## src/logic/bsrf_pkg.sv

```systemverilog
// bank-0 special register file: offsets, per-location reset, keep and write masks
// assumes a byte-wide core data bus with 32 special locations per bank
package bsrf_pkg;

	localparam int BSRF_LOCS = 32;

	// bank locations
	localparam logic [4:0] OFS_INDIRECT_ACCESS = 5'h00;
	localparam logic [4:0] OFS_TIMER0_COUNT = 5'h01;
	localparam logic [4:0] OFS_PC_LOW_BYTE = 5'h02;
	localparam logic [4:0] OFS_CORE_STATUS_FLAGS = 5'h03;
	localparam logic [4:0] OFS_INDIRECT_POINTER = 5'h04;
	localparam logic [4:0] OFS_PORT_A_PINS = 5'h05;
	localparam logic [4:0] OFS_PORT_B_PINS = 5'h06;
	localparam logic [4:0] OFS_PERIPH_IRQ_FLAGS_ONE = 5'h07;
	localparam logic [4:0] OFS_PERIPH_IRQ_FLAGS_TWO = 5'h08;
	localparam logic [4:0] OFS_RESET_CAUSE_FLAGS = 5'h09;
	localparam logic [4:0] OFS_PC_HIGH_LATCH = 5'h0A;
	localparam logic [4:0] OFS_IRQ_CONTROL = 5'h0B;
	localparam logic [4:0] OFS_TIMER1_COUNT_LOW = 5'h0C;
	localparam logic [4:0] OFS_TIMER1_COUNT_HIGH = 5'h0D;
	localparam logic [4:0] OFS_TIMER1_SETUP = 5'h0E;
	localparam logic [4:0] OFS_TIMER2_COUNT = 5'h0F;
	localparam logic [4:0] OFS_TIMER2_SETUP = 5'h10;
	localparam logic [4:0] OFS_TIMER2_PERIOD = 5'h11;
	localparam logic [4:0] OFS_SECONDARY_PHASE_LOW = 5'h13;
	localparam logic [4:0] OFS_SECONDARY_PHASE_HIGH = 5'h14;
	localparam logic [4:0] OFS_PWM_DUTY_LOW = 5'h15;
	localparam logic [4:0] OFS_PWM_DUTY_HIGH = 5'h16;
	localparam logic [4:0] OFS_REFERENCE_DAC_PRIMARY = 5'h19;
	localparam logic [4:0] OFS_REFERENCE_DAC_SECONDARY = 5'h1A;
	localparam logic [4:0] OFS_OSCILLATOR_TRIM = 5'h1B;
	localparam logic [4:0] OFS_CONVERSION_RESULT_LOW = 5'h1C;
	localparam logic [4:0] OFS_CONVERSION_RESULT_HIGH = 5'h1D;
	localparam logic [4:0] OFS_CONVERTER_CONTROL_ZERO = 5'h1E;
	localparam logic [4:0] OFS_CONVERTER_CONTROL_ONE = 5'h1F;

	// field positions and widths
	localparam int CONV_ON_BIT = 0;
	localparam int CONV_GO_BIT = 1;
	localparam int CONV_CHAN_LSB = 2;
	localparam int CONV_CLK_LSB = 4;
	localparam int PC_HIGH_BITS = 5;
	localparam int RESULT_BITS = 10;

	// location implemented as storage in this block (00h and result bytes handled apart)
	localparam logic [31:0] BSRF_STORED = 32'hCE7B_FFFE;

	// reset value after power-on (undefined bytes come up as zero)
	localparam logic [7:0] BSRF_RST [BSRF_LOCS] = '{
		8'h00, 8'h00, 8'h00, 8'h18, 8'h00, 8'h00, 8'h00, 8'h00,
		8'h00, 8'h00, 8'h00, 8'h00, 8'h00, 8'h00, 8'h00, 8'h00,
		8'h00, 8'hFF, 8'h00, 8'h00, 8'h00, 8'h00, 8'h00, 8'h00,
		8'h00, 8'h00, 8'h00, 8'h00, 8'h00, 8'h00, 8'h00, 8'h00};

	// bits that survive a non power-on reset
	localparam logic [7:0] BSRF_KEEP [BSRF_LOCS] = '{
		8'h00, 8'hFF, 8'h00, 8'h07, 8'hFF, 8'hEF, 8'hF3, 8'h00,
		8'h00, 8'h03, 8'h00, 8'h01, 8'hFF, 8'hFF, 8'h33, 8'hFF,
		8'h00, 8'h00, 8'h00, 8'hFF, 8'hFF, 8'hFF, 8'hFF, 8'h00,
		8'h00, 8'h00, 8'h00, 8'h00, 8'hFF, 8'h03, 8'h00, 8'h00};

	// bits software may write; the rest read back as held or as zero
	localparam logic [7:0] BSRF_WMASK [BSRF_LOCS] = '{
		8'h00, 8'hFF, 8'hFF, 8'hE7, 8'hFF, 8'hEF, 8'hF3, 8'h7F,
		8'h9F, 8'h03, 8'h1F, 8'hFF, 8'hFF, 8'hFF, 8'h33, 8'hFF,
		8'h07, 8'hFF, 8'h00, 8'hFF, 8'hFF, 8'hFF, 8'hFF, 8'h00,
		8'h00, 8'hFF, 8'hFF, 8'h1F, 8'h00, 8'h00, 8'h7F, 8'h70};

endpackage : bsrf_pkg

```

## src/logic/bsrf_byte_reg.sv

```systemverilog
// one special register byte with power-on value, per-bit keep on soft reset
// assumes set and clear strobes come from peripheral logic in the same clock
`timescale 1ns/10ps
module bsrf_byte_reg #(
	parameter logic [7:0] RST = 8'h00,
	parameter logic [7:0] KEEP = 8'h00,
	parameter logic [7:0] WMASK = 8'hFF
) (
	// clock and resets
	input wire logic clk,
	input wire logic rstn,
	input wire logic soft_rst,
	// software write
	input wire logic wr_en,
	input wire logic [7:0] wdata,
	// hardware events
	input wire logic [7:0] hw_set,
	input wire logic [7:0] hw_clr,
	// value
	output logic [7:0] q
);

	logic [7:0] q_next;

	// set applied last so an event beside a clearing write is kept
	always_comb
	begin
		q_next = q;
		if (wr_en)
		begin
			q_next = (q & ~WMASK) | (wdata & WMASK);
		end
		q_next = (q_next & ~hw_clr) | hw_set;
	end

	always_ff @(posedge clk or negedge rstn)
	begin
		if (!rstn)
		begin
			q <= RST;
		end
		else if (soft_rst)
		begin
			q <= (q & KEEP) | (RST & ~KEEP);
		end
		else
		begin
			q <= q_next;
		end
	end

endmodule : bsrf_byte_reg

```

## src/logic/bsrf_result_cap.sv

```systemverilog
// captures a finished 10-bit conversion into result low and high bytes
// assumes conv_done is a one-cycle pulse with conv_result valid beside it
`timescale 1ns/10ps
module bsrf_result_cap
	import bsrf_pkg::*;
(
	// clock and reset
	input wire logic clk,
	input wire logic rstn,
	// converter
	input wire logic conv_done,
	input wire logic [RESULT_BITS-1:0] conv_result,
	// result bytes
	output logic [7:0] res_low,
	output logic [7:0] res_high
);

	logic [1:0] res_top_reg;

	// no soft reset input: both bytes hold through non power-on resets
	always_ff @(posedge clk or negedge rstn)
	begin
		if (!rstn)
		begin
			res_low <= 8'h00;
			res_top_reg <= 2'h0;
		end
		else if (conv_done)
		begin
			res_low <= conv_result[7:0]; // [RQ5]
			res_top_reg <= conv_result[RESULT_BITS-1:8];
		end
	end

	assign res_high = {6'h00, res_top_reg}; // [RQ4]

endmodule : bsrf_result_cap

```

## src/logic/bsrf_bank0.sv

```systemverilog
// bank-0 special register file of the controller core
// assumes the core drives one-cycle strobes and data memory answers indirect
// accesses combinationally in the cycle of the request
//
// Contract
// (RQ1) location 00h accesses memory at indirect pointer
// (RQ2) pc high latch, 5 bits, cleared every reset
// (RQ3) timer1 count bytes at 0Ch/0Dh, kept
// (RQ4) result high: top two bits, upper zero
// (RQ5) result low: lower eight bits, kept
// (RQ6) pwm duty bytes at 15h/16h, kept
// (RQ7) secondary phase bytes at 13h/14h, kept
// (RQ8) 12h, 17h, 18h read zero, ignore writes
`timescale 1ns/10ps
module bsrf_bank0
	import bsrf_pkg::*;
#(
	parameter int ADDR_W = 7
) (
	// clock and resets
	input wire logic clk,
	input wire logic rstn,
	input wire logic soft_rst,
	// register port
	input wire logic [ADDR_W-1:0] addr,
	input wire logic [7:0] wdata,
	input wire logic wr,
	input wire logic rd,
	output logic [7:0] rdata,
	// indirect data memory path
	output logic [7:0] mem_addr,
	output logic [7:0] mem_wdata,
	output logic mem_wr,
	output logic mem_rd,
	input wire logic [7:0] mem_rdata,
	// program counter load
	output logic pc_load,
	output logic [12:0] pc_load_value,
	// peripheral events
	input wire logic [7:0] irq_set_one,
	input wire logic [7:0] irq_set_two,
	input wire logic [1:0] reset_cause_set,
	input wire logic conv_done,
	input wire logic [RESULT_BITS-1:0] conv_result,
	// register values toward the core and peripherals
	output logic [7:0] core_status,
	output logic [7:0] irq_control,
	output logic [7:0] irq_flags_one,
	output logic [7:0] irq_flags_two,
	output logic [PC_HIGH_BITS-1:0] pc_high,
	output logic [7:0] timer0_value,
	output logic [15:0] timer1_value,
	output logic [7:0] timer1_mode,
	output logic [7:0] timer2_value,
	output logic [7:0] timer2_mode,
	output logic [7:0] timer2_limit,
	output logic [15:0] secondary_phase,
	output logic [15:0] pwm_duty,
	output logic [7:0] ref_dac_primary,
	output logic [7:0] ref_dac_secondary,
	output logic [4:0] osc_trim,
	output logic conv_enable,
	output logic conv_start,
	output logic [4:0] conv_channel,
	output logic [2:0] conv_clock_sel
);

	generate
		if (ADDR_W < 5)
		begin : g_addr_chk
			$error("bsrf_bank0: ADDR_W must cover 32 locations");
		end
		if (BSRF_LOCS != 32)
		begin : g_locs_chk
			$error("bsrf_bank0: the location decode is five bits wide");
		end
		if (RESULT_BITS != 10)
		begin : g_res_chk
			$error("bsrf_bank0: result bytes are laid out for a 10-bit result");
		end
		if (PC_HIGH_BITS > 8)
		begin : g_pch_chk
			$error("bsrf_bank0: pc high latch must fit in one byte");
		end
	endgenerate

	// how a port address is served
	typedef enum logic [4:0] {
		LOC_FOREIGN = 5'h01,
		LOC_INDIRECT = 5'h02,
		LOC_STORED = 5'h04,
		LOC_RESULT = 5'h08,
		LOC_EMPTY = 5'h10
	} bsrf_loc_kind_e;

	logic [7:0] bank_q [BSRF_LOCS];
	logic [7:0] set_v [BSRF_LOCS];
	logic [7:0] clr_v [BSRF_LOCS];
	logic [BSRF_LOCS-1:0] wr_sel;
	logic in_bank;
	logic [4:0] loc;
	bsrf_loc_kind_e kind;
	logic [7:0] res_low;
	logic [7:0] res_high;
	logic [7:0] rdata_next;
	logic pc_load_reg;
	logic [12:0] pc_load_value_reg;

	// shared by the indirect path and the read mux so both agree on a place
	function automatic bsrf_loc_kind_e loc_kind(input logic [ADDR_W-1:0] a);
		logic [4:0] l;
		l = a[4:0];
		if ((a >> 5) != '0)
		begin
			loc_kind = LOC_FOREIGN;
		end
		else if (l == OFS_INDIRECT_ACCESS)
		begin
			loc_kind = LOC_INDIRECT;
		end
		else if (BSRF_STORED[l])
		begin
			loc_kind = LOC_STORED;
		end
		else if (l == OFS_CONVERSION_RESULT_LOW || l == OFS_CONVERSION_RESULT_HIGH)
		begin
			loc_kind = LOC_RESULT;
		end
		else
		begin
			loc_kind = LOC_EMPTY;
		end
	endfunction : loc_kind

	// locations above 1Fh are general purpose memory, not this block
	assign in_bank = (addr >> 5) == '0;
	assign loc = addr[4:0];
	assign kind = loc_kind(addr);

	// write decode; location 00h and non-stored places never get a strobe
	always_comb
	begin
		wr_sel = '0;
		if (wr && in_bank && BSRF_STORED[loc])
		begin
			wr_sel[loc] = 1'b1; // [RQ8]
		end
	end

	// hardware events per location; peripheral behaviour itself is outside
	always_comb
	begin
		for (int i = 0; i < BSRF_LOCS; i++)
		begin
			set_v[i] = 8'h00;
			clr_v[i] = 8'h00;
		end
		set_v[OFS_PERIPH_IRQ_FLAGS_ONE] = irq_set_one & BSRF_WMASK[OFS_PERIPH_IRQ_FLAGS_ONE];
		set_v[OFS_PERIPH_IRQ_FLAGS_TWO] = irq_set_two & BSRF_WMASK[OFS_PERIPH_IRQ_FLAGS_TWO];
		set_v[OFS_RESET_CAUSE_FLAGS] = {6'h00, reset_cause_set};
		// a finished conversion drops the go bit
		clr_v[OFS_CONVERTER_CONTROL_ZERO][CONV_GO_BIT] = conv_done;
	end

	// stored registers, one instance per implemented location
	genvar g;
	generate
		for (g = 0; g < BSRF_LOCS; g++)
		begin : g_loc
			// a place with no storage must not claim writable bits
			if (!BSRF_STORED[g] && BSRF_WMASK[g] != 8'h00)
			begin : g_map_chk
				$error("bsrf_bank0: writable bits mapped onto a place without storage");
			end
			if (BSRF_STORED[g])
			begin : g_reg
				bsrf_byte_reg #(
					.RST(BSRF_RST[g]),
					.KEEP(BSRF_KEEP[g]),
					.WMASK(BSRF_WMASK[g])
				) u_reg (
					.clk(clk),
					.rstn(rstn),
					.soft_rst(soft_rst),
					.wr_en(wr_sel[g]),
					.wdata(wdata),
					.hw_set(set_v[g]),
					.hw_clr(clr_v[g]),
					.q(bank_q[g])
				);
			end
			else if (g == OFS_CONVERSION_RESULT_LOW)
			begin : g_res_low
				assign bank_q[g] = res_low; // [RQ5]
			end
			else if (g == OFS_CONVERSION_RESULT_HIGH)
			begin : g_res_high
				assign bank_q[g] = res_high; // [RQ4]
			end
			else
			begin : g_none
				// 00h has no storage; 12h, 17h, 18h are empty
				assign bank_q[g] = 8'h00; // [RQ1] [RQ8]
			end
		end
	endgenerate

	// result bytes are loaded by the converter, never by software
	bsrf_result_cap u_result (
		.clk(clk),
		.rstn(rstn),
		.conv_done(conv_done),
		.conv_result(conv_result),
		.res_low(res_low),
		.res_high(res_high)
	);

	// indirect access steered through the pointer register
	always_comb
	begin
		mem_addr = bank_q[OFS_INDIRECT_POINTER]; // [RQ1]
		mem_wdata = wdata;
		mem_wr = wr && (kind == LOC_INDIRECT); // [RQ1]
		mem_rd = rd && (kind == LOC_INDIRECT); // [RQ1]
	end

	// read mux; unmapped and out-of-bank places answer zero
	always_comb
	begin
		rdata_next = 8'h00;
		case (kind)
			LOC_INDIRECT:
			begin
				rdata_next = mem_rdata; // [RQ1]
			end
			LOC_STORED:
			begin
				rdata_next = bank_q[loc];
			end
			LOC_RESULT:
			begin
				rdata_next = bank_q[loc]; // [RQ4] [RQ5]
			end
			LOC_EMPTY:
			begin
				rdata_next = 8'h00; // [RQ8]
			end
			default:
			begin
				rdata_next = 8'h00;
			end
		endcase
	end

	// read data stand for exactly the cycle after the strobe
	always_ff @(posedge clk or negedge rstn)
	begin
		if (!rstn)
		begin
			rdata <= 8'h00;
		end
		else if (rd)
		begin
			rdata <= rdata_next;
		end
		else
		begin
			rdata <= 8'h00;
		end
	end

	// writing the low pc byte loads the whole counter from the latch and the written byte
	always_ff @(posedge clk or negedge rstn)
	begin
		if (!rstn)
		begin
			pc_load_reg <= 1'b0;
			pc_load_value_reg <= 13'h0000;
		end
		else if (soft_rst)
		begin
			pc_load_reg <= 1'b0; // a write beside a soft reset is beaten
		end
		else
		begin
			pc_load_reg <= wr_sel[OFS_PC_LOW_BYTE];
			if (wr_sel[OFS_PC_LOW_BYTE])
			begin
				pc_load_value_reg <= {bank_q[OFS_PC_HIGH_LATCH][PC_HIGH_BITS-1:0], wdata}; // [RQ2]
			end
		end
	end

	assign pc_load = pc_load_reg;
	assign pc_load_value = pc_load_value_reg;

	// register values out
	assign core_status = bank_q[OFS_CORE_STATUS_FLAGS];
	assign irq_control = bank_q[OFS_IRQ_CONTROL];
	assign irq_flags_one = bank_q[OFS_PERIPH_IRQ_FLAGS_ONE];
	assign irq_flags_two = bank_q[OFS_PERIPH_IRQ_FLAGS_TWO];
	assign pc_high = bank_q[OFS_PC_HIGH_LATCH][PC_HIGH_BITS-1:0]; // [RQ2]
	assign timer0_value = bank_q[OFS_TIMER0_COUNT];
	// no timer behind these bytes here; they hold what software wrote
	assign timer1_value = {bank_q[OFS_TIMER1_COUNT_HIGH], bank_q[OFS_TIMER1_COUNT_LOW]}; // [RQ3]
	assign timer1_mode = bank_q[OFS_TIMER1_SETUP];
	assign timer2_value = bank_q[OFS_TIMER2_COUNT];
	assign timer2_mode = bank_q[OFS_TIMER2_SETUP];
	assign timer2_limit = bank_q[OFS_TIMER2_PERIOD];
	assign secondary_phase = {bank_q[OFS_SECONDARY_PHASE_HIGH],
		bank_q[OFS_SECONDARY_PHASE_LOW]}; // [RQ7]
	assign pwm_duty = {bank_q[OFS_PWM_DUTY_HIGH], bank_q[OFS_PWM_DUTY_LOW]}; // [RQ6]
	assign ref_dac_primary = bank_q[OFS_REFERENCE_DAC_PRIMARY];
	assign ref_dac_secondary = bank_q[OFS_REFERENCE_DAC_SECONDARY];
	assign osc_trim = bank_q[OFS_OSCILLATOR_TRIM][4:0];
	assign conv_enable = bank_q[OFS_CONVERTER_CONTROL_ZERO][CONV_ON_BIT];
	assign conv_start = bank_q[OFS_CONVERTER_CONTROL_ZERO][CONV_GO_BIT];
	assign conv_channel = bank_q[OFS_CONVERTER_CONTROL_ZERO][CONV_CHAN_LSB +: 5];
	assign conv_clock_sel = bank_q[OFS_CONVERTER_CONTROL_ONE][CONV_CLK_LSB +: 3];

endmodule : bsrf_bank0

```

## config.mk

```make
export PLATFORM = sky130hd
export DESIGN_NAME = bsrf_bank0
export DESIGN_NICKNAME = d
export VERILOG_FILES = /design/src/logic/bsrf_pkg.sv /design/src/logic/bsrf_byte_reg.sv /design/src/logic/bsrf_result_cap.sv /design/src/logic/bsrf_bank0.sv
export SDC_FILE = /design/constraint.sdc
export NUM_CORES = 1
export LEC_CHECK = 0
export ABC_AREA = 0
export CAP_MARGIN = 40
export CORE_ASPECT_RATIO = 1.1
export CORE_MARGIN = 2
export CORE_UTILIZATION = 50
export DETAILED_ROUTE_END_ITERATION = 7
export DONT_BUFFER_PORTS = 1
export PLACE_DENSITY_LB_ADDON = 0.3
export SLEW_MARGIN = 25
export SYNTH_ARGS = -nofsm -noshare
export SYNTH_HDL_FRONTEND = slang
export SYNTH_SLANG_ARGS = --single-unit
```

## constraint.sdc

```tcl
create_clock -name clk -period 5.6 [get_ports clk]
set_input_delay 1.12 -clock clk [delete_from_list [all_inputs] [get_ports clk]]
set_output_delay 1.12 -clock clk [all_outputs]
set_load 0.02 [all_outputs]
```

Yosys cells after proc, flatten, opt, wreduce, memory -nomap -nowiden
Memory sizes are Yosys's and may differ from the RTL's.
Index checks and enable logic that the tools add are counted.
{"block": "totals", "latchBits": 0, "memories": 1, "ramBits": 0, "in_bits": 57, "out_inout_bits": 196, "mem_bits_ro": 32, "wordCells": 151, "regBits": 240}
{"block": "classes", "n_mux": 48, "n_mul": 0, "reduce_logical": 38, "n_bitwise": 19, "addsub": 0, "n_eq_ne": 5, "magnitude_cmp": 3, "shifts": 0, "div_mod_pow": 0}
{"memory": "(name not given)", "depth": 32, "width": 1, "read_ports": 1, "rd_clocked_by_memory_dff": 0, "wr": 0, "line": "bsrf_bank0.sv:144", "source": "if (wr && in_bank && BSRF_STORED[loc])"}
{"cell": "two-way mux 8 bit", "count": 33}
{"cell": "binary-select mux 8 bit (select 5 bit)", "count": 1}
{"cell": "two-way mux 32 bit", "count": 1}
{"cell": "bitwise OR 8 x 7 -> 8 bit", "count": 4}
{"cell": "two-way mux 5 bit", "count": 6}
{"cell": "AND reduction 2 bit", "count": 15}
{"cell": "nonzero test 2 bit", "count": 13}
{"cell": "bitwise OR 5 x 8 -> 8 bit", "count": 2}
{"cell": "bitwise OR 8 x 2 -> 8 bit", "count": 2}
{"cell": "bitwise OR 8 x 5 -> 8 bit", "count": 2}
{"cell": "case mux 8 bit (2 select lines)", "count": 1}
{"cell": "== test 5 bit (second input constant)", "count": 2}
{"cell": "bitwise AND 8 bit", "count": 1}
{"cell": "two-way mux 4 bit", "count": 2}
{"cell": "inverter 2 -> 8 bit", "count": 1}
{"cell": "bitwise OR 4 x 8 -> 8 bit", "count": 1}
{"cell": "bitwise OR 7 x 8 -> 8 bit", "count": 1}
{"cell": "bitwise OR 8 x 3 -> 8 bit", "count": 1}
{"cell": "bitwise OR 8 x 6 -> 8 bit", "count": 1}
{"cell": "bitwise OR 8 bit", "count": 1}
{"cell": "logical NOT 7 bit", "count": 1}
{"cell": "nonzero test 7 bit", "count": 1}
{"cell": ">= comparator 6 bit (second input constant)", "count": 1}
{"cell": "less-than comparator 5 x 6 -> 1 bit (second input constant)", "count": 1}
{"cell": "other kinds (12)", "count": 18}

Depth between registers and ports, before layout
Gate-level depths: netlist (run 1).
{"block": "logic_depth", "word_depth": 10, "mapped_depth": 8, "mapped_depth_nobuf": 5}

Cells and area by module
From an unflattened synthesis (run 1), not the netlist that was laid out.
{"block": "hier_totals", "cells_unflattened": 1226, "hier_area_um2": 14818.0}
{"module": "bsrf_byte_reg (g_loc[12].g_reg.u_reg ...)", "instances": 9, "cells_each": 35, "seq_area_each_um2": 200.2, "area_each_um2": 462.9}
{"module": "bsrf_bank0", "instances": 1, "cells_each": 318, "seq_area_each_um2": 550.5, "area_each_um2": 3141.8}
{"module": "bsrf_byte_reg (g_loc[25].g_reg.u_reg ...)", "instances": 3, "cells_each": 34, "seq_area_each_um2": 200.2, "area_each_um2": 452.9}
{"module": "bsrf_byte_reg (g_loc[30].g_reg.u_reg ...)", "instances": 2, "cells_each": 34, "seq_area_each_um2": 200.2, "area_each_um2": 435.4}
{"module": "bsrf_byte_reg (g_loc[10].g_reg.u_reg ...)", "instances": 2, "cells_each": 34, "seq_area_each_um2": 200.2, "area_each_um2": 407.9}
{"module": "bsrf_byte_reg (g_loc[16].g_reg.u_reg ...)", "instances": 2, "cells_each": 33, "seq_area_each_um2": 200.2, "area_each_um2": 366.6}
{"module": "bsrf_result_cap", "instances": 1, "cells_each": 28, "seq_area_each_um2": 250.2, "area_each_um2": 460.4}
{"module": "bsrf_byte_reg (g_loc[11].g_reg.u_reg)", "instances": 1, "cells_each": 35, "seq_area_each_um2": 200.2, "area_each_um2": 449.2}
{"module": "bsrf_byte_reg (g_loc[5].g_reg.u_reg)", "instances": 1, "cells_each": 34, "seq_area_each_um2": 200.2, "area_each_um2": 444.2}
{"module": "bsrf_byte_reg (g_loc[6].g_reg.u_reg)", "instances": 1, "cells_each": 33, "seq_area_each_um2": 200.2, "area_each_um2": 427.9}
{"module": "bsrf_byte_reg (g_loc[3].g_reg.u_reg)", "instances": 1, "cells_each": 35, "seq_area_each_um2": 202.7, "area_each_um2": 426.7}
{"module": "bsrf_byte_reg (g_loc[8].g_reg.u_reg)", "instances": 1, "cells_each": 34, "seq_area_each_um2": 200.2, "area_each_um2": 421.7}
{"module": "bsrf_byte_reg (g_loc[14].g_reg.u_reg)", "instances": 1, "cells_each": 29, "seq_area_each_um2": 200.2, "area_each_um2": 379.1}
{"module": "bsrf_byte_reg (g_loc[17].g_reg.u_reg)", "instances": 1, "cells_each": 34, "seq_area_each_um2": 210.2, "area_each_um2": 375.4}
{"module": "bsrf_byte_reg (g_loc[9].g_reg.u_reg)", "instances": 1, "cells_each": 27, "seq_area_each_um2": 200.2, "area_each_um2": 346.6}

Worst setup path before layout (run 1)
Ideal clock, no wire load.
{"block": "synth_path", "path_kind": "input port to output port", "from": "input port addr[0]", "to": "output port mem_rd", "arrival_time_ns": 2.545, "setup_slack_ns": 1.935, "required_time_ns": 4.480, "path_stages": 4, "path_buffers": 3, "path_cell_list": "buf_2 buf_2 clkbuf_1 nor4_2"}
{"block": "synth_between", "elab_chain_cells": 8, "elab_cells_between_ends": 12, "cone_classes": "3 x eq/ne; 5 x mux; 3 x reduce/logical; 1 x memory"}
{"element": "from (decl)", "line": "bsrf_bank0.sv:25", "source": "input wire logic [ADDR_W-1:0] addr,"}
{"element": "parallel branches: the longest is 4 deep, another holds memory read (32 x 1 bit)"}
{"element": "two-way mux 5 bit *", "line": "bsrf_bank0.sv:117", "source": "else if (l == OFS_INDIRECT_ACCESS)"}
{"element": "two-way mux 5 bit *", "line": "bsrf_bank0.sv:113", "source": "if ((a >> 5) != '0)"}
{"element": "== test 5 x 2 -> 1 bit *", "line": "bsrf_bank0.sv:224", "source": "mem_rd = rd && (kind == LOC_INDIRECT);"}
{"element": "logical AND 1 bit *", "line": "bsrf_bank0.sv:224"}
{"element": "to (decl)", "line": "bsrf_bank0.sv:34", "source": "output logic mem_rd,"}
Every way passes the cells marked *. The select of a mux whose other input is x is not followed.

Worst setup path after layout (run 1)
{"block": "layout_path", "from": "input port addr[4]", "to": "output port mem_rd"}
The elaborated chain is that of the path after synthesis.

==> results of run 1 <==
-- worst register-to-register path: stages, from the launching register on --
cell and delay [ns]:
dfrtp_1 0.50, or3b_2 0.47, a31oi_1 0.21, a211oi_1 0.09, nor4_1 0.38, a32o_1 0.21
-- path summary, 6_finish.rpt --
path,start,slack [ns],end,depth (start not counted)
setup / recovery,addr[4],2.28,mem_rd,3
hold / removal,rstn,0.31,pc_load_value[12]$_DFFE_PN0P_,0
setup reg to reg,g_loc[25].g_reg.u_reg.q[4]$_DFFE_PN0P_,3.67,rdata[4]$_DFF_PN0_,5
hold reg to reg,g_loc[9].g_reg.u_reg.q[0]$_DFFE_PN0N_,0.50,g_loc[9].g_reg.u_reg.q[0]$_DFFE_PN0N_,1
max in group asynchronous,rstn,4.95,g_loc[3].g_reg.u_reg.q[4]$_DFFE_PN1P_,0
min in group clk,g_loc[9].g_reg.u_reg.q[0]$_DFFE_PN0N_,0.50,g_loc[9].g_reg.u_reg.q[0]$_DFFE_PN0N_,1
-- cells by family (layout without fill, tap and decap cells) --
kind of cell	after synthesis	after routing	share of synthesized area
buf+inv	270	72	0.150
compound gates	143	143	0.0881
other cells	1	13	0.000329
flops	206	206	0.453
mux	233	233	0.232
xor+xnor	1	1	0.000768
simple gates	164	164	0.0761
-- cell type report --
class | instances | share of cell area
inverters | 18 | 0.00613
diodes | 1 | 0.000227
repair buffers | 13 | 0.00841
clock buffers | 34 | 0.0615
multi-input cells | 553 | 0.417
flip-flops and latches | 206 | 0.469
clock inverters | 7 | 0.00398
well taps | 295 | 0.0335
-- cells in the mapped netlist (all sizes together), types with 2 or more instances --
library cell,instances,area share
a211oi,2,0.0013
a21oi,52,0.023
a221oi,25,0.020
a22oi,2,0.0013
a31oi,2,0.0011
a32o,4,0.0035
and2,2,0.0011
and3,2,0.0011
buf,204,0.13
clkbuf,48,0.016
dfrtp,197,0.43
dfstp,9,0.021
inv,18,0.0059
mux2,143,0.14
mux2i,81,0.071
mux4,9,0.018
nand2,26,0.0086
nand2b,2,0.0011
nand3,11,0.0048
nand3b,4,0.0026
nor2,67,0.022
nor2b,2,0.0011
nor3,16,0.0070
nor3b,4,0.0031
nor4,11,0.012
o2111ai,13,0.012
o211ai,2,0.0013
o21ai,17,0.0075
o22a,2,0.0015
o22ai,4,0.0022
o2bb2ai,3,0.0023
o311ai,2,0.0015
o31ai,4,0.0026
o32a,3,0.0026
or2,2,0.0011
or3,2,0.0015
or3b,3,0.0023
or4,9,0.0062
-- power by group --
part	internal, W	switching, W
sequential	0.00153	0.0000900
combinational	0.0000855	0.0000927
clock	0.000837	0.000614
total	0.00246	0.000797
-- routing by layer --
layer | track usage | vias up | part of all wire
li1 | - | 3028 | -
met1 | 0.339 | 3642 | 0.40
met2 | 0.426 | 343 | 0.48
met3 | 0.0711 | 60 | 0.088
met4 | 0.0857 | 0 | 0.034
met5 | 0 | - | 0
-- per-stage QoR --
| step | util | cell area (um2) | setup slack (ns) | hold WS [ns] |
|---|---|---|---|---|
| 6_report | 0.495 | 11000 | 2.28 | 0.308 |
| 5_1_grt | 0.495 | 11000 | 2.28 | 0.300 |
| 4_1_cts | 0.494 | 11000 | 2.30 | 0.298 |
| 3_5_place_dp | 0.462 | 10300 | 2.00 | 0.490 |
| 3_3_place_gp | 0.461 | 10300 | 1.84 | 0.476 |
| 2_1_floorplan | - | 11500 | 1.94 | 0.465 |
==> out/metrics.yaml, run 1 <==
overflow: 0
final_cell_count_no_fill: 1127
path_clk_slew_ns: 0.06
slew_viol_final: 0
first_global_vias: 7091
cpMaxStageDelayCell: "or3_4"
layout_commonest_cell: "dfrtp_1"
cp-end-kind: "primary output"
ir_drop_mv: 0.238
finalNetCount: 872
tightest_slew_ns: 0.893
final_layout_size_suffix_gt1_frac: 0.244
total_leakage_power_nw: 5.36
clock.fmax_ghz: 0.301
period_share: 0.593
vias: 7073
routedWlPerCell_um: 28.5
drv_cap: 0
tns_ns: 0
dr.pass1.iters: 5
ys_types: 61
grt_max_degree: 207
dpl.cell_count: 1083
min_path_type: "primary input to asynchronous set/reset pin"
startpoint_type: "primary input"
synth_edf_count: 0
clock_sinks: 206
clk_latency_ns: 0.51
ys.flop_type: "dfrtp_1"
synthArstFlopShare: 1.00
initial_core_util: 0.513
cts_setup_buffers: 0
cts-buffers-inserted: 23
die-width_um: 148
arrival_ns: 2.20
num_io_pins: 253
largest_reg_flops: 174
syn_avg_cell_area_um2: 11.2
hold_violations: 0
path_buf_inv: 1
antenna_found_initial: 1
drt_iter0_drc: 535
path_cells: "or3_4 > nor4_4 > buf_4"
ys_ff_latch: 206
finalPower_w: 0.00325
seqCellArea_um2: 5170
final_cell_mix: "dfrtp_1, mux2_2, mux2i_1, nor2_1, a21oi_1"
cts_tree: "yes"
slew-limit-headroom: 0.405
power_density_nw_per_um2: 295
htree_levels: 1
cts_hold_buf: 0
clk_path_buf_depth: 3
critPathMaxFanout: 25
status: "completed"
routed_wl_um: 32100
portBuffers: 0
skew_ns: 0.0101
grtUsageTotal: 0.261
worstPathRequired_ns: 4.48
fill_cells: 2003
die-height_um: 162
core-area_um2: 22300
row_count: 57
routed_via_density: 6.28
postRouteAntennaNets: 0
dp_hpwl_um: 21300
multi_input_area_um2: 4600
post-route-min-period_ns: 3.32
syn_area_um2: 11400
yosysSeqAreaShare: 0.453
critical-path-top-delay-family: "simple AND/OR/NAND/NOR gates"
grt_pass1_wl_um: 47300
yosys_warnings: 0
timing_worst_setup_path_type: "primary input to primary output"
clock-root-buffer: "clkbuf_16"
post_cts_resized: 0
setup_violations: 0
rsz0062_at_grt: "no"
max_stage_delay_ns: 0.48
syn_to_final_growth_pct: -3.49
die_area_um2: 24000
drc_errors: 0
place_congestion: 0.863
syn_inst: 1018
Power figures use the tool's default switching activity.
==> run 2: changes to the inputs <==
- clock period: 5.6 -> 2.71 ns (I/O delays scaled with it)
==> out/metrics.yaml, run 2 (synthesis gave the netlist of run 1 again) <==
status: "finished with violations"  # was completed
violations: "negative hold slack"
cts_tree: "yes"  # unchanged
setup_violations: 0  # unchanged
dr.pass1.iters: 5  # unchanged
startpoint_type: "primary input"  # unchanged
slew_viol_final: 0  # unchanged
timing_worst_setup_path_type: "primary input to primary output"  # unchanged
clk_path_buf_depth: 3  # unchanged
min_path_type: "primary input to asynchronous set/reset pin"  # unchanged
cp-end-kind: "primary output"  # unchanged
drv_cap: 0  # unchanged
clk_latency_ns: 0.52  # was 0.51 ns
post_cts_resized: 0  # unchanged
row_count: 57  # unchanged
drc_errors: 0  # unchanged
routedWlPerCell_um: 28.6  # was 28.5 um
fin_area_um2: 11200  # was 11000 um2
final_layout_size_suffix_gt1_frac: 0.261  # was 0.244
grt_pass1_wl_um: 49000  # was 47300 um
period_share: 0.792
antenna_found_initial: 1  # unchanged
cts-buffers-inserted: 23  # unchanged
worstPathRequired_ns: 2.17  # was 4.48 ns
power_density_nw_per_um2: 629  # was 295 nW/um2
postLayoutCoreUtil: 0.504  # was 0.495
place_area_um2: 10400  # was 10300 um2
core-area_um2: 22300  # unchanged
ir_drop_mv: 0.479  # was 0.238 mV
place_ws_ns: 0.268  # was 2.00 ns
place_congestion: 0.836  # was 0.863
portBuffers: 0  # unchanged
final_cell_mix: "dfrtp_1, mux2_2, mux2i_1, nor2_1, a21oi_1"  # unchanged
hold_violations: 197  # was 0
syn_to_final_growth_pct: -1.64  # was -3.49%
cts_setup_buffers: 0  # unchanged
grtUsageTotal: 0.268  # was 0.261
clock_sinks: 206  # unchanged
tns_ns: 0  # unchanged
postRouteAntennaNets: 0  # unchanged
vias: 7095  # was 7073
htree_levels: 1  # unchanged
first_global_vias: 7406  # was 7091
post-route-min-period_ns: 2.15
die-width_um: 148  # unchanged
total_leakage_power_nw: 5.49  # was 5.36 nW
drt_iter0_drc: 597  # was 535
die_area_um2: 24000  # unchanged
dp_hpwl_um: 21800  # was 21300 um
largest_reg_flops: 174  # unchanged
slew-limit-headroom: 0.487  # was 0.405
clock-root-buffer: "clkbuf_16"  # unchanged
arrival_ns: 1.60  # was 2.20 ns
fill_cells: 1955  # was 2003
tightest_slew_ns: 0.770  # was 0.893 ns
rsz0062_at_grt: "no"  # unchanged
num_io_pins: 253  # unchanged
finalNetCount: 889  # was 872
setup_ws_ns: 0.563  # was 2.28 ns
die-height_um: 162  # unchanged
grt_max_degree: 207  # unchanged
critPathMaxFanout: 25  # unchanged
routed_via_density: 6.20  # was 6.28
timing.hold.ws_ns: -0.264  # was 0.308 ns
routed_wl_um: 32700  # was 32100 um
overflow: 0  # unchanged
skew_ns: 0.0182  # was 0.0101 ns
clock.fmax_ghz: 0.466
initial_core_util: 0.513  # unchanged
layout_commonest_cell: "dfrtp_1"  # unchanged
path_clk_slew_ns: 0.06  # about the same
## run 2: changes by cell type in the layout (fill, tap and decap cells not counted)
cell / delta
buf_2: -2
buf_4: +19
bufinv_16: +3
clkbuf_1: -1
clkinv_2: -2
clkinv_4: +1
clkinvlp_4: -1
## run 2: worst max-delay path, stage by stage
cell    delay, ns
or3_4        0.48
nor4_4       0.31
buf_4        0.26
## run 2: path summary, 6_finish.rpt
kind	start	endpoint	slack, ns	depth (start not counted)
setup / recovery	addr[4]	mem_rd	0.56	3
hold / removal	rstn	pc_load$_DFF_PN0_	-0.26	0
setup reg to reg	g_loc[25].g_reg.u_reg.q[4]$_DFFE_PN0P_	rdata[4]$_DFF_PN0_	0.82	5
hold reg to reg	g_loc[9].g_reg.u_reg.q[1]$_DFFE_PN0N_	g_loc[9].g_reg.u_reg.q[1]$_DFFE_PN0N_	0.50	1
max in group asynchronous	rstn	g_loc[11].g_reg.u_reg.q[2]$_DFFE_PN0P_	2.34	0
min in group clk	conv_done	g_loc[30].g_reg.u_reg.q[1]$_DFF_PN0_	0.10	1
## run 2: metal layers
| layer | routed length (um) | vias up | GRT usage | part of all wire |
|---|---|---|---|---|
| met5 | 0 | - | 0 | 0 |
| met4 | 1100 | 0 | 0.0952 | 0.034 |
| met3 | 2770 | 59 | 0.0695 | 0.085 |
| met2 | 15500 | 313 | 0.432 | 0.47 |
| met1 | 13300 | 3664 | 0.351 | 0.41 |
| li1 | - | 3059 | - | - |
## run 2: power breakdown
group	total, W	leakage (nW)	internal [W]	switching [W]
combinational	0.000382	2.32	0.000186	0.000196
sequential	0.00336	2.77	0.00317	0.000187
clock	0.00332	0.390	0.00201	0.00131
total	0.00706	5.49	0.00537	0.00169
## run 2: area by class of cell
| type | count | area (um2) | share of cell area |
|---|---|---|---|
| Tap cell | 295 | 369 | 0.0329 |
| Antenna cell | 1 | 2.50 | 0.000223 |
| Clock inverter | 8 | 125 | 0.0111 |
| Inverter | 18 | 67.6 | 0.00602 |
| Clock buffer | 33 | 673 | 0.0600 |
| Multi-Input combinational cell | 553 | 4600 | 0.409 |
| Timing Repair Buffer | 30 | 225 | 0.0201 |
| Sequential cell | 206 | 5170 | 0.460 |
## run 2: through the flow
step | cells | power [W]
after floorplan | 1029 | 0.00387
after global placement | 1102 | 0.00378
after detailed placement | 1102 | 0.00379
after CTS | 1143 | 0.00710
after global routing | 1143 | 0.00727
final | 1144 | 0.00706
==> run 3: changes to the inputs <==
- ABC_AREA: 0 -> 1
- clock period: 2.71 -> 2.15 ns (I/O delays scaled with it)
==> out/metrics.yaml, run 3 <==
yosys_warnings: 0  # unchanged
violations: "negative hold slack"  # unchanged
rsz0062_at_grt: "no"  # unchanged
ys_ff_latch: 206  # unchanged
min_path_type: "primary input to asynchronous set/reset pin"  # unchanged
timing.hold.ws_ns: -0.398  # was -0.264 ns
slew_viol_final: 0  # unchanged
syn_to_final_growth_pct: 1.65  # was -1.64%
arrival_ns: 1.51  # was 1.60 ns
syn_inst: 1556  # was 1018
initial_core_util: 0.506  # was 0.513
ir_drop_mv: 0.528  # was 0.479 mV
top_usage_layer: "met2"  # unchanged
layout_commonest_cell: "nand2_1"  # was dfrtp_1
portBuffers: 0  # unchanged
dp_hpwl_um: 26900  # was 21800 um
synthArstFlopShare: 1.00  # unchanged
worstPathRequired_ns: 1.72  # was 2.17 ns
syn_avg_cell_area_um2: 7.42  # was 11.2 um2
num_io_pins: 253  # unchanged
final_layout_size_suffix_gt1_frac: 0.114  # was 0.261
grt_pass1_wl_um: 57100  # was 49000 um
startpoint_type: "primary input"  # unchanged
drc_errors: 0  # unchanged
tns_ns: 0  # unchanged
dpl.cell_count: 1700  # was 1102
yosys.area.top_type: "dfrtp_1"  # unchanged
critPathMaxFanout: 11  # was 25
timing_worst_setup_path_type: "primary input to primary output"  # unchanged
clk_path_buf_depth: 3  # unchanged
power_density_nw_per_um2: 801  # was 629 nW/um2
place_area_um2: 10900  # was 10400 um2
clock-root-buffer: "clkbuf_16"  # unchanged
grt_util_met2: 0.499  # was 0.432
status: "finished with violations"  # unchanged
tightest_slew_ns: 0.618  # was 0.770 ns
clk_latency_ns: 0.53  # was 0.52 ns
cts_tree: "yes"  # unchanged
fin_area_um2: 11700  # was 11200 um2
vias: 9794  # was 7095
yosys-top-cells-count: "nand2_1, dfrtp_1, buf_4"  # was dfrtp_1, buf_4, mux2_2
final_cell_count_no_fill: 1744  # was 1144
slew-limit-headroom: 0.586  # was 0.487
routedWlPerCell_um: 21.6  # was 28.6 um
use_met3: 0.0872  # was 0.0695
largest_reg_flops: 174  # unchanged
drt_iter0_drc: 905  # was 597
synth.most_common_cell: "nand2_1"  # was dfrtp_1
cts-buffers-inserted: 23  # unchanged
htree_levels: 1  # unchanged
die-width_um: 149  # was 148 um
postLayoutCoreUtil: 0.515  # was 0.504
clock_sinks: 206  # unchanged
final_cell_mix: "nand2_1, dfrtp_1, o21ai_0, nand3_1, nor2_1"  # was dfrtp_1, mux2_2, mux2i_1, nor2_1, a21oi_1
die_area_um2: 24300  # was 24000 um2
clock.fmax_ghz: 0.516
hold_violations: 206  # was 197
post-route-min-period_ns: 1.94
cts_setup_buffers: 0  # unchanged
setup_violations: 0  # unchanged
total_leakage_power_nw: 6.22  # was 5.49 nW
core-area_um2: 22800  # was 22300 um2
postRouteAntennaNets: 0  # unchanged
routed_wl_um: 37700  # was 32700 um
ys.flop_type: "dfrtp_1"  # unchanged
overflow: 0  # unchanged
grt_max_degree: 207  # unchanged
ys_types: 34  # was 61
die-height_um: 163  # was 162 um
cts_hold_buf: 2
yosysSeqAreaShare: 0.448  # was 0.453
syn_area_um2: 11500  # was 11400 um2
period_share: 0.901
antenna_found_initial: 0  # was 1
cp-end-kind: "primary output"  # unchanged
first_global_vias: 9280  # was 7406
synth_edf_count: 0  # unchanged
finalNetCount: 1484  # was 889
path_clk_slew_ns: 0.06  # about the same
drv_cap: 0  # unchanged
dr.pass1.iters: 5  # unchanged
routed_via_density: 5.62  # was 6.20
diodes: 0  # was 1
row_count: 58  # was 57
grt_use_met1: 0.393  # was 0.351
yosys.area.top_type_share: 0.427  # was 0.432
skew_ns: 0.0122  # was 0.0182 ns
place_congestion: 0.936  # was 0.836
synth_top_cells_by_area: "dfrtp_1, nand2_1, buf_4, o21ai_0, nand3_1"  # was dfrtp_1, buf_4, mux2_2, mux2i_1, mux2_1
grtUsageTotal: 0.310  # was 0.268
post_cts_resized: 0  # unchanged
run 3: changes by cell type in the layout (fill, tap and decap cells not counted), moves of 24 or more:
cell      previous run  this run
nand2_1             26       521
o21ai_0             16       150
mux2_2             112         0
nand3_1             11       116
inv_1               18       101
mux2i_1             81         0
nor2_1              67       105
buf_4               30        66
a221oi_1            24         0
mux2_1              24         0
run 3: worst max-delay path, stage by stage:
cell	delay, ns
inv_2	0.15
nand2_1	0.21
inv_2	0.10
nand3_1	0.14
nor2_2	0.48
run 3: report_power, final:
| group | internal, W | switching [W] |
|---|---|---|
| Clock | 0.00251 | 0.00172 |
| Combinational | 0.000259 | 0.000533 |
| Sequential | 0.00405 | 0.000327 |
| Total | 0.00682 | 0.00258 |
run 3: path summary, 6_finish.rpt:
check / to / slack (ns) / cells after the start / start
max in group asynchronous: g_loc[3].g_reg.u_reg.q[4]$_DFFE_PN1P_ / 2.24 / 0 / rstn
min in group clk: u_result.res_low[6]$_DFFE_PN0P_ / 0.01 / 1 / conv_done
setup / recovery: mem_rd / 0.21 / 5 / addr[2]
setup reg to reg: rdata[4]$_DFF_PN0_ / 0.39 / 8 / g_loc[20].g_reg.u_reg.q[4]$_DFFE_PN0P_
hold reg to reg: u_result.res_low[3]$_DFFE_PN0P_ / 0.47 / 2 / u_result.res_low[3]$_DFFE_PN0P_
hold / removal: g_loc[22].g_reg.u_reg.q[6]$_DFFE_PN0P_ / -0.40 / 0 / rstn
run 3: area by class of cell:
type | instances | area (um2)
inverter | 114 | 430
fill | 2242 | 11100
timing repair buffer | 69 | 536
tap | 300 | 375
sequential | 206 | 5170
multi-input combinational | 1013 | 4420
clock buffer | 26 | 597
clock inverter | 16 | 208
run 3: layer usage:
metal	part of all wire	vias to the layer above
met5	0	-
met3	0.12	93
met1	0.38	4654
met2	0.46	557
li1	-	4490
met4	0.045	0
run 3: cells by family after synthesis:
| kind of cell | share of synthesized area |
|---|---|
| AO/OA/AOI/OAI | 0.0978 |
| flip-flops | 0.448 |
| buffers and inverters | 0.173 |
| AND/OR/NAND/NOR | 0.281 |
| other | 0.000325 |
run 3: per-stage QoR:
step / setup WS (ns) / total power, W / hold slack [ns]
finish: 0.213 / 0.00940 / -0.398
global route: 0.184 / 0.00972 / -0.415
CTS: 0.259 / 0.00943 / -0.413
detailed placement: 0.103 / 0.00521 / 0.142
global placement: 0.125 / 0.00520 / 0.146
floorplan: 0.241 / 0.00513 / 0.134
